$ cat src/tapecs_cfg.svh
/*
 Register offsets, field positions, reset values and timing counts of the
 tap event configuration and status bank.
 Assumes it is included by bare name from design files of the same folder.
*/
`ifndef TAPECS_CFG_SVH
`define TAPECS_CFG_SVH

// ============================================================
// Register word indices (byte address is four times the index)
`define TAPECS_OFS_CFG      6'h21
`define TAPECS_OFS_STATUS   6'h22
`define TAPECS_OFS_THR_X    6'h23
`define TAPECS_OFS_THR_Y    6'h24
`define TAPECS_OFS_THR_Z    6'h25
`define TAPECS_OFS_TLIMIT   6'h26
`define TAPECS_OFS_LATENCY  6'h27

// ============================================================
// Configuration fields
`define TAPECS_CFG_ABORT    7
`define TAPECS_CFG_LATCH    6

// ============================================================
// Status fields
`define TAPECS_ST_ACTIVE    7
`define TAPECS_ST_HIT_LSB   4
`define TAPECS_ST_DOUBLE    3
`define TAPECS_ST_SIGN_LSB  0

// ============================================================
// Reset values and timing
`define TAPECS_RST_BYTE     8'h00
`define TAPECS_RST_LEVEL    7'h00
`define TAPECS_WINDOW_STEPS 8'h10

`endif

$ cat src/tapecs_pkg.sv
/*
 Types of the tap event configuration and status bank.
 Assumes nothing of its surroundings.
*/
package tapecs_pkg;

    // ============================================================
    // Per-axis detector
    typedef enum logic [2:0] {
        DET_IDLE   = 3'b000,
        DET_FIRST  = 3'b001,
        DET_LAT    = 3'b010,
        DET_WIN    = 3'b011,
        DET_SECOND = 3'b100,
        DET_HOLD   = 3'b101
    } tapecs_det_st_type;

    typedef struct packed {
        tapecs_det_st_type st;
        logic [7:0]        cnt;
        logic              in_pulse;
        logic              ended;
        logic              sign;
        logic              single;
        logic              dbl;
    } tapecs_det_type;

    // ============================================================
    // Register bank
    typedef struct packed {
        logic [7:0] cfg;
        logic [6:0] thr_x;
        logic [6:0] thr_y;
        logic [6:0] thr_z;
        logic [7:0] tlimit;
        logic [7:0] latency;
        logic [7:0] status;
        logic       wait_n;
        logic [7:0] rdata;
    } tapecs_top_type;

endpackage : tapecs_pkg

$ cat src/tapecs_axis_det.sv
/*
 Tap detector for one axis: finds single and double taps in a stream of
 signed acceleration samples.
 Assumes samples and the strobe come from logic on core_clk_i.
*/
`timescale 1ns/100ps
`default_nettype none
`include "tapecs_cfg.svh"

module tapecs_axis_det
    import tapecs_pkg::*;
#(
    parameter int ACCEL_W = 8
)
(
    // Clock and reset
    input  wire logic               core_clk_i,
    input  wire logic               rst_i,
    // Samples
    input  wire logic               sample_valid_i,
    input  wire logic [ACCEL_W-1:0] accel_i,
    // Settings
    input  wire logic [6:0]         level_i,
    input  wire logic [7:0]         time_limit_i,
    input  wire logic [7:0]         latency_i,
    input  wire logic [7:0]         window_i,
    input  wire logic               abort_i,
    // Results
    output logic                    single_o,
    output logic                    double_o,
    output logic                    sign_o
);

    // ============================================================
    // Elaboration check
    if (ACCEL_W < 8)
    begin : g_bad_width
        $error("ACCEL_W must be at least 8");
    end

    // ============================================================
    // Magnitude compare
    logic [ACCEL_W-1:0] mag;
    logic               neg;
    logic               above;

    always_comb
    begin
        neg   = accel_i[ACCEL_W-1];
        mag   = neg ? ACCEL_W'(-accel_i) : accel_i;
        // Zero level leaves the axis idle; unsigned 7-bit level
        above = (level_i != `TAPECS_RST_LEVEL) && (mag[ACCEL_W-1 -: 8] > {1'b0, level_i});
    end

    // ============================================================
    // Detector state
    tapecs_det_type s;
    tapecs_det_type next_s;

    always_comb
    begin
        next_s        = s;
        next_s.single = 1'b0;
        next_s.dbl    = 1'b0;
        if (sample_valid_i)
        begin
            unique case (s.st)
                DET_IDLE:
                begin
                    if (above)
                    begin
                        next_s.st   = DET_FIRST;
                        next_s.cnt  = 8'h00;
                        next_s.sign = neg;
                    end
                end
                DET_FIRST, DET_SECOND:
                begin
                    if (!above)
                    begin
                        // Pulse valid only if it fell back within the limit
                        if (s.st == DET_FIRST)
                        begin
                            next_s.single   = 1'b1;
                            next_s.st       = DET_LAT;
                            next_s.in_pulse = 1'b0;
                            next_s.ended    = 1'b0;
                        end
                        else
                        begin
                            next_s.dbl = 1'b1;
                            next_s.st  = DET_IDLE;
                        end
                        next_s.cnt = 8'h00;
                    end
                    else if (s.cnt >= time_limit_i)
                    begin
                        next_s.st = DET_HOLD;
                    end
                    else
                    begin
                        next_s.cnt = s.cnt + 8'h01;
                    end
                end
                DET_LAT:
                begin
                    // Pulses here are ignored, only watched for the abort
                    if (above)
                    begin
                        next_s.in_pulse = 1'b1;
                    end
                    else if (s.in_pulse)
                    begin
                        next_s.ended = 1'b1;
                    end
                    if (s.cnt >= latency_i)
                    begin
                        next_s.cnt = 8'h00;
                        if (abort_i && s.ended)
                        begin
                            next_s.st = DET_IDLE;
                        end
                        else
                        begin
                            next_s.st = DET_WIN;
                        end
                    end
                    else
                    begin
                        next_s.cnt = s.cnt + 8'h01;
                    end
                end
                DET_WIN:
                begin
                    if (above)
                    begin
                        next_s.st   = DET_SECOND;
                        next_s.cnt  = 8'h00;
                        next_s.sign = neg;
                    end
                    else if (s.cnt >= window_i)
                    begin
                        next_s.st = DET_IDLE;
                    end
                    else
                    begin
                        next_s.cnt = s.cnt + 8'h01;
                    end
                end
                DET_HOLD:
                begin
                    if (!above)
                    begin
                        next_s.st = DET_IDLE;
                    end
                end
                default:
                begin
                    next_s.st = DET_IDLE;
                end
            endcase
        end
    end

    always_ff @(posedge core_clk_i)
    begin
        if (rst_i)
        begin
            s <= '0;
        end
        else
        begin
            s <= next_s;
        end
    end

    assign single_o = s.single;
    assign double_o = s.dbl;
    assign sign_o   = s.sign;

endmodule : tapecs_axis_det
`default_nettype wire

$ cat src/tapecs_top.sv
/*
 Tap event configuration and status bank with three axis detectors,
 reached over an Avalon-MM slave with waitrequest.
 Assumes acceleration samples from logic on core_clk_i; the Avalon address
 is a word index, so a register's byte address is four times its index.
*/
// Added by the designer: the Avalon-MM interface to the registers.
`timescale 1ns/100ps
`default_nettype none
`include "tapecs_cfg.svh"

module tapecs_top
    import tapecs_pkg::*;
#(
    parameter int         ACCEL_W      = 8,
    parameter logic [7:0] WINDOW_STEPS = `TAPECS_WINDOW_STEPS
)
(
    // Clock and reset
    input  wire logic               core_clk_i,
    input  wire logic               rst_i,
    // Avalon-MM slave
    input  wire logic [5:0]         avs_address_i,
    input  wire logic               avs_read_i,
    input  wire logic               avs_write_i,
    input  wire logic [31:0]        avs_writedata_i,
    input  wire logic [3:0]         avs_byteenable_i,
    output logic      [31:0]        avs_readdata_o,
    output logic                    avs_waitrequest_o,
    // Samples
    input  wire logic               sample_valid_i,
    input  wire logic [ACCEL_W-1:0] accel_x_i,
    input  wire logic [ACCEL_W-1:0] accel_y_i,
    input  wire logic [ACCEL_W-1:0] accel_z_i,
    // Interrupt
    output logic                    tap_irq_o
);

    // ============================================================
    // Elaboration check
    if (WINDOW_STEPS == 8'h00)
    begin : g_bad_window
        $error("WINDOW_STEPS must be nonzero");
    end

    // ============================================================
    // Register read decode
    function automatic logic [7:0] reg_read(input tapecs_top_type r, input logic [5:0] a);
        logic [7:0] d;
        d = 8'h00;
        unique case (a)
            `TAPECS_OFS_CFG:     d = r.cfg;
            `TAPECS_OFS_STATUS:  d = r.status;
            `TAPECS_OFS_THR_X:   d = {1'b0, r.thr_x};
            `TAPECS_OFS_THR_Y:   d = {1'b0, r.thr_y};
            `TAPECS_OFS_THR_Z:   d = {1'b0, r.thr_z};
            `TAPECS_OFS_TLIMIT:  d = r.tlimit;
            `TAPECS_OFS_LATENCY: d = r.latency;
            default:             d = 8'h00;
        endcase
        return d;
    endfunction : reg_read

    // ============================================================
    // Axis detectors
    tapecs_top_type      s;
    tapecs_top_type      next_s;
    logic [2:0]          det_single;
    logic [2:0]          det_double;
    logic [2:0]          det_sign;
    logic [ACCEL_W-1:0]  accel [3];
    logic [6:0]          level [3];

    always_comb
    begin
        accel[0] = accel_x_i;
        accel[1] = accel_y_i;
        accel[2] = accel_z_i;
        level[0] = s.thr_x;
        level[1] = s.thr_y;
        level[2] = s.thr_z;
    end

    for (genvar a = 0; a < 3; a++)
    begin : g_axis
        tapecs_axis_det #(
            .ACCEL_W        (ACCEL_W)
        ) u_det (
            .core_clk_i     (core_clk_i),
            .rst_i          (rst_i),
            .sample_valid_i (sample_valid_i),
            .accel_i        (accel[a]),
            .level_i        (level[a]),
            .time_limit_i   (s.tlimit),
            .latency_i      (s.latency),
            .window_i       (WINDOW_STEPS),
            .abort_i        (s.cfg[`TAPECS_CFG_ABORT]),
            .single_o       (det_single[a]),
            .double_o       (det_double[a]),
            .sign_o         (det_sign[a])
        );
    end

    // ============================================================
    // Event gating and bus decode
    logic [2:0] hit_single;
    logic [2:0] hit_double;
    logic [2:0] hit_axis;
    logic       any_hit;
    logic       req;
    logic       done;
    logic       wr_done;
    logic       rd_clear;
    logic [7:0] fresh;

    always_comb
    begin
        for (int a = 0; a < 3; a++)
        begin
            hit_single[a] = det_single[a] & s.cfg[2*a];
            hit_double[a] = det_double[a] & s.cfg[2*a+1];
        end
        hit_axis = hit_single | hit_double;
        any_hit  = |hit_axis;
        fresh    = {1'b1, hit_axis, |hit_double, hit_axis & det_sign};
        req      = avs_read_i | avs_write_i;
        // Answer one cycle after the request is seen
        done     = req & ~s.wait_n;
        wr_done  = done & avs_write_i & avs_byteenable_i[0];
        rd_clear = done & avs_read_i & (avs_address_i == `TAPECS_OFS_STATUS);
    end

    // ============================================================
    // Next state
    always_comb
    begin
        next_s        = s;
        next_s.wait_n = ~(req & s.wait_n);
        if (req && s.wait_n)
        begin
            next_s.rdata = reg_read(s, avs_address_i);
        end
        if (wr_done)
        begin
            unique case (avs_address_i)
                `TAPECS_OFS_CFG:     next_s.cfg     = avs_writedata_i[7:0];
                `TAPECS_OFS_THR_X:   next_s.thr_x   = avs_writedata_i[6:0];
                `TAPECS_OFS_THR_Y:   next_s.thr_y   = avs_writedata_i[6:0];
                `TAPECS_OFS_THR_Z:   next_s.thr_z   = avs_writedata_i[6:0];
                `TAPECS_OFS_TLIMIT:  next_s.tlimit  = avs_writedata_i[7:0];
                `TAPECS_OFS_LATENCY: next_s.latency = avs_writedata_i[7:0];
                default:             next_s.cfg     = s.cfg;
            endcase
        end
        // Clear first so that an event in the same cycle still lands
        if (rd_clear)
        begin
            next_s.status = `TAPECS_RST_BYTE;
        end
        if (any_hit)
        begin
            if (s.cfg[`TAPECS_CFG_LATCH] && s.status[`TAPECS_ST_ACTIVE] && !rd_clear)
            begin
                next_s.status = s.status;
            end
            else
            begin
                next_s.status = fresh;
            end
        end
    end

    always_ff @(posedge core_clk_i)
    begin
        if (rst_i)
        begin
            s        <= '0;
            s.wait_n <= 1'b1;
        end
        else
        begin
            s <= next_s;
        end
    end

    assign avs_readdata_o    = {24'h00_0000, s.rdata};
    assign avs_waitrequest_o = s.wait_n;
    // Interrupt is the active flag itself, so a status read drops it unless an enabled event lands in the same cycle
    assign tap_irq_o         = s.status[`TAPECS_ST_ACTIVE];

    logic rd_clear_q;
    always_ff @(posedge core_clk_i)
    begin
        if (rst_i)
        begin
            rd_clear_q <= 1'b0;
        end
        else
        begin
            rd_clear_q <= rd_clear;
        end
    end
endmodule : tapecs_top
`default_nettype wire

$ cat config.mk
export PLATFORM = sky130hd
export DESIGN_NAME = tapecs_top
export DESIGN_NICKNAME = d
export VERILOG_FILES = /design/src/tapecs_pkg.sv /design/src/tapecs_axis_det.sv /design/src/tapecs_top.sv
export VERILOG_INCLUDE_DIRS = /design/src
export SDC_FILE = /design/constraint.sdc
export NUM_CORES = 1
export LEC_CHECK = 0
export BUFFER_PORTS_ARGS = -buffer_cell sky130_fd_sc_hd__buf_2
export CAP_MARGIN = 20
export CORE_MARGIN = 4
export CORE_UTILIZATION = 30
export CTS_CLUSTER_SIZE = 12
export DETAILED_ROUTE_END_ITERATION = 12
export GPL_ROUTABILITY_DRIVEN = 0
export PLACE_DENSITY = 0.45
export SYNTH_ARGS = -nofsm -noshare
export SYNTH_HDL_FRONTEND = slang
export SYNTH_SLANG_ARGS = --single-unit
$ cat constraint.sdc
create_clock -name core_clk_i -period 8.8 [get_ports core_clk_i]
set_input_delay 0.44 -clock core_clk_i [delete_from_list [all_inputs] [get_ports core_clk_i]]
set_output_delay 0.44 -clock core_clk_i [all_outputs]
set_load 0.02 [all_outputs]
Yosys cells after proc, flatten, opt, wreduce, memory -nomap -nowiden. Index checks and enable logic that the tools add are counted.

Bits in registers: 110. Output and inout port bits: 34. Logic and storage cells: 257.

Add/sub/neg operators: 6. Order comparisons: 12. Equality and inequality tests: 59. Multiplexer cells: 73. Bitwise operators: 21. Reductions and logical operators: 56.

Operator list (number): 8-bit two-way mux (15); 11-bit two-way mux (9); 8-bit case mux with 4 select lines (3); 8-bit case mux with 7 select lines (1); 8-bit >= comparator (6); 3-bit case mux with 5 select lines (3); 6-bit == test (second input constant) (7); 3-bit two-way mux (12); 6-bit AND reduction (6); 2-bit by 1-bit inequality test with 1-bit output (second input constant) (15); 5-bit AND reduction (6); 8-bit by 1-bit adder with 8-bit output (second input constant) (3); 8-bit by 5-bit >= comparator with 1-bit output (second input constant) (3); 8-bit by 7-bit > comparator with 1-bit output (3); 2-bit two-way mux (12); 8-bit negator (3); 7-bit nonzero test (3); 2-bit inequality test (second input constant) (10); 3-bit by 2-bit == test with 1-bit output (second input constant) (6); 3-bit == test (second input constant) (6); 3-bit inequality test (second input constant) (6); 1-bit two-way mux (15); 2-bit AND reduction (7); 1-bit AND (12); other kinds (17) (55).

Longest topological paths before layout.
Depth in word-level cells: 8. Gate-level depth with buffers: 15. Mapped depth without buffers: 14.

By module. A second synthesis with hierarchy kept.

Cells, all modules: 1042. Area total of the unflattened synthesis: 8984.9 um^2.

By module, submodules not included: tapecs_axis_det at g_axis[0].u_det ... (instances 2, cells each 254, area an instance 2024.4 um^2, seq. area each 320.3 um^2); tapecs_top (instances 1, cells each 300, area an instance 3079.2 um^2, seq. area each 1241.2 um^2); tapecs_axis_det at g_axis[2].u_det (instances 1, cells each 234, area an instance 1856.8 um^2, seq. area each 320.3 um^2).

Worst setup path before layout. No wires, ideal clock.

Path kind: input -> register. Start: in accel_z_i[1]. End: reg g_axis[2].u_det.s[14] (netlist name). Setup time: 0.070 ns. Data arrival time: 3.155 ns. Data required time: 8.730 ns. Path slack: 5.575 ns. Stages: 13. Path buffers: 1. Cells stage by stage: or3_1 > o31ai_1 > xnor2_1 > ha_1 > nand3_1 > nand2b_1 > a21o_1 > o21a_2 > buf_4 > nor3b_1 > or4_1 > nand3b_1 > a21oi_1.

Cells in the longest elaborated chain, start to end: 6. Elaborated cells between the ends (all ways): 12. Those cells by class: 1 x add/sub; 1 x order compare; 4 x eq/ne; 4 x mux; 2 x reduce/logical.

Ends and longest elaborated chain: start, declared (RTL line tapecs_top.sv:34) `input wire logic [ACCEL_W-1:0] accel_z_i,`; 8-bit negator (RTL line tapecs_axis_det.sv:50) `mag = neg ? ACCEL_W'(-accel_i) : accel_i;`; 8-bit two-way mux * (RTL line tapecs_axis_det.sv:50); 8-bit by 7-bit > comparator with 1-bit output * (RTL line tapecs_axis_det.sv:52) `` above = (level_i != `TAPECS_RST_LEVEL) && (mag[ACCEL_W-1 -: 8] > {1'b0, level_i}); ``; 1-bit logical AND * (RTL line tapecs_axis_det.sv:52); 3-bit by 1-bit inequality test with 1-bit output (no source line) (tied with other cells); 6-bit AND reduction (no source line) / 3-bit case mux with 5 select lines (equally long branches); end signal, assigned (RTL line tapecs_axis_det.sv:173) `s <= next_s;`; end, declared (RTL line tapecs_axis_det.sv:57) `tapecs_det_type s;`.

Mark *: on every way between the ends. The rest lies on a longest branch, timed or not. A chain may end at the register's enable or synchronous reset.

Final worst setup path.
Start: in accel_y_i[1]. End: reg g_axis[1].u_det.s[9] (netlist name).

Cells in the longest elaborated chain, start to end: 6. Elaborated cells between the ends (all ways): 11. Those cells by class: 1 x add/sub; 1 x order compare; 3 x eq/ne; 4 x mux; 2 x reduce/logical.

Ends and longest elaborated chain: start, declared (RTL line tapecs_top.sv:33) `input wire logic [ACCEL_W-1:0] accel_y_i,`; 8-bit negator (RTL line tapecs_axis_det.sv:50); 8-bit two-way mux * (RTL line tapecs_axis_det.sv:50); 8-bit by 7-bit > comparator with 1-bit output * (RTL line tapecs_axis_det.sv:52); 1-bit logical AND * (RTL line tapecs_axis_det.sv:52); 3-bit by 2-bit inequality test with 1-bit output (no source line) (tied with other cells); 5-bit AND reduction (no source line) / 8-bit case mux with 4 select lines (equally long branches); end signal, assigned (RTL line tapecs_axis_det.sv:173); end, declared (RTL line tapecs_axis_det.sv:57).

Marks and branches as above.

==> flow_metrics.env <==
export IMPL_status="complete, no violations"
export IMPL_route_detailed_drc=0
export IMPL_grt_start_max_net_pins=71
export IMPL_clk_pin_slew_ns=0.08
export IMPL_grt_first_pass_wirelength_mm=37.34
export IMPL_crit_type="input port to register"
export IMPL_clock_sinks=110
export IMPL_cts_made_buffers=9
export IMPL_hold_class="input port to register"
export IMPL_fp_dieArea_um2=28680
export IMPL_tritoncts="done"
export IMPL_synth_top_area_share_pct=28.19
export IMPL_yosysWarnings=0
export IMPL_cts_setup_buffers=0
export IMPL_cts_root_buf="clkbuf_16"
export IMPL_maxCapViolations=0
export IMPL_required_ns=9.04
export IMPL_p_leak_nw=3.092
export IMPL_p_comb_share_pct=10.0
export IMPL_ys_types=79
export IMPL_first_pass_iters=5
export IMPL_nFillCells=2732
export IMPL_drt_iter0_drc=571
export IMPL_ctsLongestPathBuffers=2
export IMPL_diodes=0
export IMPL_coreArea_um2=25400
export IMPL_rr_endpoint="g_axis[1].u_det.s[9]"
export IMPL_ys_ff_latch=110
export IMPL_finalClockSkew_ns=0.01405
export IMPL_rows=58
export IMPL_postRouteAntennaNets=0
export IMPL_initial_core_util_pct=30.75
export IMPL_cp_startpoint="accel_y_i[1]"
export IMPL_max_freq_mhz=282.1
export IMPL_multi_input_area_um2=5034
export IMPL_track_usage_pct=16.31
export IMPL_swShare_pct=28.89
export IMPL_dp_hpwl_mm=17.62
export IMPL_pwr_density_cell_nw_per_um2=121.9
export IMPL_synth_area_leaders="dfxtp_1 28%, ha_1 12%, a21oi_1 6.3%"
export IMPL_critPathSlowestCell="a211oi_1"
export IMPL_io_pins=105
export IMPL_fin_nets=1170
export IMPL_final_setup_viol_count=0
export IMPL_worstReg2RegStart="level[8]"
export IMPL_reg2reg_depth=10
export IMPL_clockPowerShare_pct=42.0
export IMPL_timing_final_crit_period_ns=3.544
export IMPL_startpoint_type="input port"
export IMPL_clk_latency_ns=0.37
export IMPL_first_global_vias=6604
export IMPL_max_stage_delay_ns=0.71
export IMPL_worst_pin_slew_ns=1.061
export IMPL_fin_setup_tns_ns=0
export IMPL_portBuffers=53
export IMPL_reg2reg_slack_ns=5.61
export IMPL_die_width_um=169.4
export IMPL_path_cells="buf_2 -> or3_4 -> o31ai_1 -> xnor2_1 -> ha_1 -> nand3_1 -> a211oi_1 -> o21a_1 -> mux2i_1 -> o211ai_2 -> o21ai_0 -> a21oi_1"
export IMPL_antenna_found_initial=0
export IMPL_cts_hold_fix_buffers=0
export IMPL_final_util_pct=33.61
export IMPL_slew_headroom_pct=29.13
export IMPL_drive_gt1_share_pct=9.357
export IMPL_period_share_pct=40.28
export IMPL_finalMaxSlewViolations=0
export IMPL_p_sw_mw=0.3006
export IMPL_cts_resized=0
export IMPL_rsz0062_at_grt="false"
export IMPL_regArea_um2=2202
export IMPL_area_delta_synth_final_pct=9.290
export IMPL_ys_seq_area_share_pct=28.19
export IMPL_syn_cell_area_um2=7811
export IMPL_seqPwrFrac_pct=47.9
export IMPL_p_int_mw=0.7397
export IMPL_synth_largest_area_cell="dfxtp_1"
export IMPL_synthArstFlopShare_pct=0
export IMPL_hold_violations=0
export IMPL_via_count=7101
export IMPL_avgSynthCellArea_um2=7.811
export IMPL_peakVddDrop_v=0.0001038
export IMPL_holdWs_ns=0.3666
export IMPL_cp_arrival_ns=3.78
export IMPL_grt_overflow=0
export IMPL_path_max_fanout=10
export IMPL_synth_edf_count=0
export IMPL_detail_route_wl_per_cell_um=17.38
export IMPL_wl_mm=23.56
export IMPL_critPathCaptureType="register"
export IMPL_syn_inst=1000
export IMPL_htree_levels=3
export IMPL_detail_route_vias_per_cell=5.237
export IMPL_chipHeight_um=169.4
export IMPL_ys_flop_type="dfxtp_1"
export IMPL_crit_end="g_axis[1].u_det.s[9]"
==> power by group through the flow <==
stage	clock [mW]	sequential, mW	combinational, mW
after global routing	0.470	0.499	0.117
after floorplan	0	0.510	0.0762
after detailed placement	0	0.510	0.105
after CTS	0.455	0.499	0.105
after global placement	0	0.510	0.105
final	0.437	0.499	0.104
==> synth_stat cells (6+ instances only) <==
cell type / number
nor4_1: 7
inv_1: 66
mux2i_1: 26
buf_4: 34
nand2b_1: 21
nor2_1: 81
xnor2_1: 16
a22oi_1: 25
dfxtp_1: 110
nor3_1: 20
clkbuf_1: 34
o211ai_1: 9
o31ai_1: 6
nand2_1: 104
o32ai_1: 8
ha_1: 78
a21o_1: 7
nand3_1: 69
a21oi_1: 98
or3_1: 12
o21ai_0: 43
nand4_1: 9
a31oi_1: 7
nor2b_1: 7
==> through the flow <==
stage / power [mW] / instance area (um^2) / std cells / setup slack, ns
5_1_grt: 1.086 / 8537 / 1356 / 4.974
2_1_floorplan: 0.5867 / 7898 / 1023 / 5.575
4_1_cts: 1.060 / 8537 / 1356 / 5.281
3_5_place_dp: 0.6153 / 8213 / 1340 / 4.885
6_report: 1.040 / 8537 / 1356 / 5.256
3_3_place_gp: 0.6153 / 8213 / 1340 / 4.919
==> per-layer routing <==
| layer | track usage [%] | wire length, um | up-vias |
|---|---|---|---|
| li1 | - | - | 3603 |
| met1 | 23.61 | 11820 | 3345 |
| met2 | 25.37 | 10480 | 132 |
| met3 | 3.098 | 948 | 21 |
| met4 | 3.325 | 313 | 0 |
| met5 | 0 | 0 | - |
==> state kept, by name, indices dropped and copies added, names as in the netlist <==
name	flops
g_axis.u_det.s	39
level	21
g_axis.u_det.single_o	3
g_axis.u_det.sign_o	3
tap_irq_o	1
avs_waitrequest_o	1
s	31
g_axis.u_det.double_o	3
avs_readdata_o	8
==> cells in the final DEF (no fill, tap or decap), types with 6 or more instances in the layout <==
| master | synthesis | layout |
|---|---|---|
| dfxtp_1 | 110 | 110 |
| nand2_1 | 104 | 104 |
| a21oi_1 | 98 | 98 |
| nor2_1 | 81 | 81 |
| ha_1 | 78 | 78 |
| nand3_1 | 69 | 69 |
| inv_1 | 66 | 66 |
| buf_2 | 0 | 52 |
| o21ai_0 | 43 | 43 |
| mux2i_1 | 26 | 26 |
| a22oi_1 | 25 | 25 |
| conb_1 | 1 | 24 |
| nand2b_1 | 21 | 21 |
| nor3_1 | 20 | 20 |
| xnor2_1 | 16 | 16 |
| or3_1 | 12 | 12 |
| o211ai_1 | 9 | 9 |
| nand4_1 | 9 | 9 |
| clkbuf_16 | 0 | 9 |
| o32ai_1 | 8 | 8 |
| nor4_1 | 7 | 7 |
| nor2b_1 | 7 | 7 |
| a21o_1 | 7 | 7 |
| a31oi_1 | 7 | 7 |
| o31ai_1 | 6 | 6 |
| buf_4 | 34 | 6 |
==> worst max-delay path: cells and delay by family <==
family / cells / cell delay [ns]
adders and majority gates: 1 / 0.30
xor gates and xnor gates: 1 / 0.10
muxes: 1 / 0.35
buffers and inverters: 1 / 0.11
AOI/OAI and AO/OA: 6 / 1.98
and+or+nand+nor: 2 / 0.50
==> cell type report <==
class / instances / share of cell area (%)
multi-input combinational: 773 / 58.96
timing repair buffer: 58 / 3.576
tap: 330 / 4.837
sequential: 110 / 25.80
clock buffer: 9 / 2.638
clock inverter: 7 / 1.158
inverter: 69 / 3.034
==> cell families (layout without fill, tap and decap cells) <==
logic type,count (synthesis),count (layout),synth area share (%)
AO/OA/AOI/OAI,258,258,21.75
buffers and inverters,140,143,8.473
XOR/XNOR,16,16,1.794
AND/OR/NAND/NOR,367,367,23.35
flip-flops,110,110,28.19
multiplexers,29,29,3.764
other,1,24,0.04801
adder cells (fa/ha/maj),79,79,12.62
==> how the worst min path moves through the flow <==
| stage | from | endpoint | slack (ns) | cells after the start |
|---|---|---|---|---|
| 2_1_floorplan | s[54] | s[54] | 0.45 | 2 |
| 3_3_place_gp | s[58] | s[58] | 0.47 | 2 |
| 3_5_place_dp | s[58] | s[58] | 0.47 | 2 |
| 4_1_cts | avs_writedata_i[7] | s[61] | 0.35 | 3 |
| 5_1_grt | avs_writedata_i[7] | s[61] | 0.35 | 3 |
| 6_report | avs_writedata_i[7] | s[32] | 0.37 | 3 |
(Power assumes the default switching activity.)
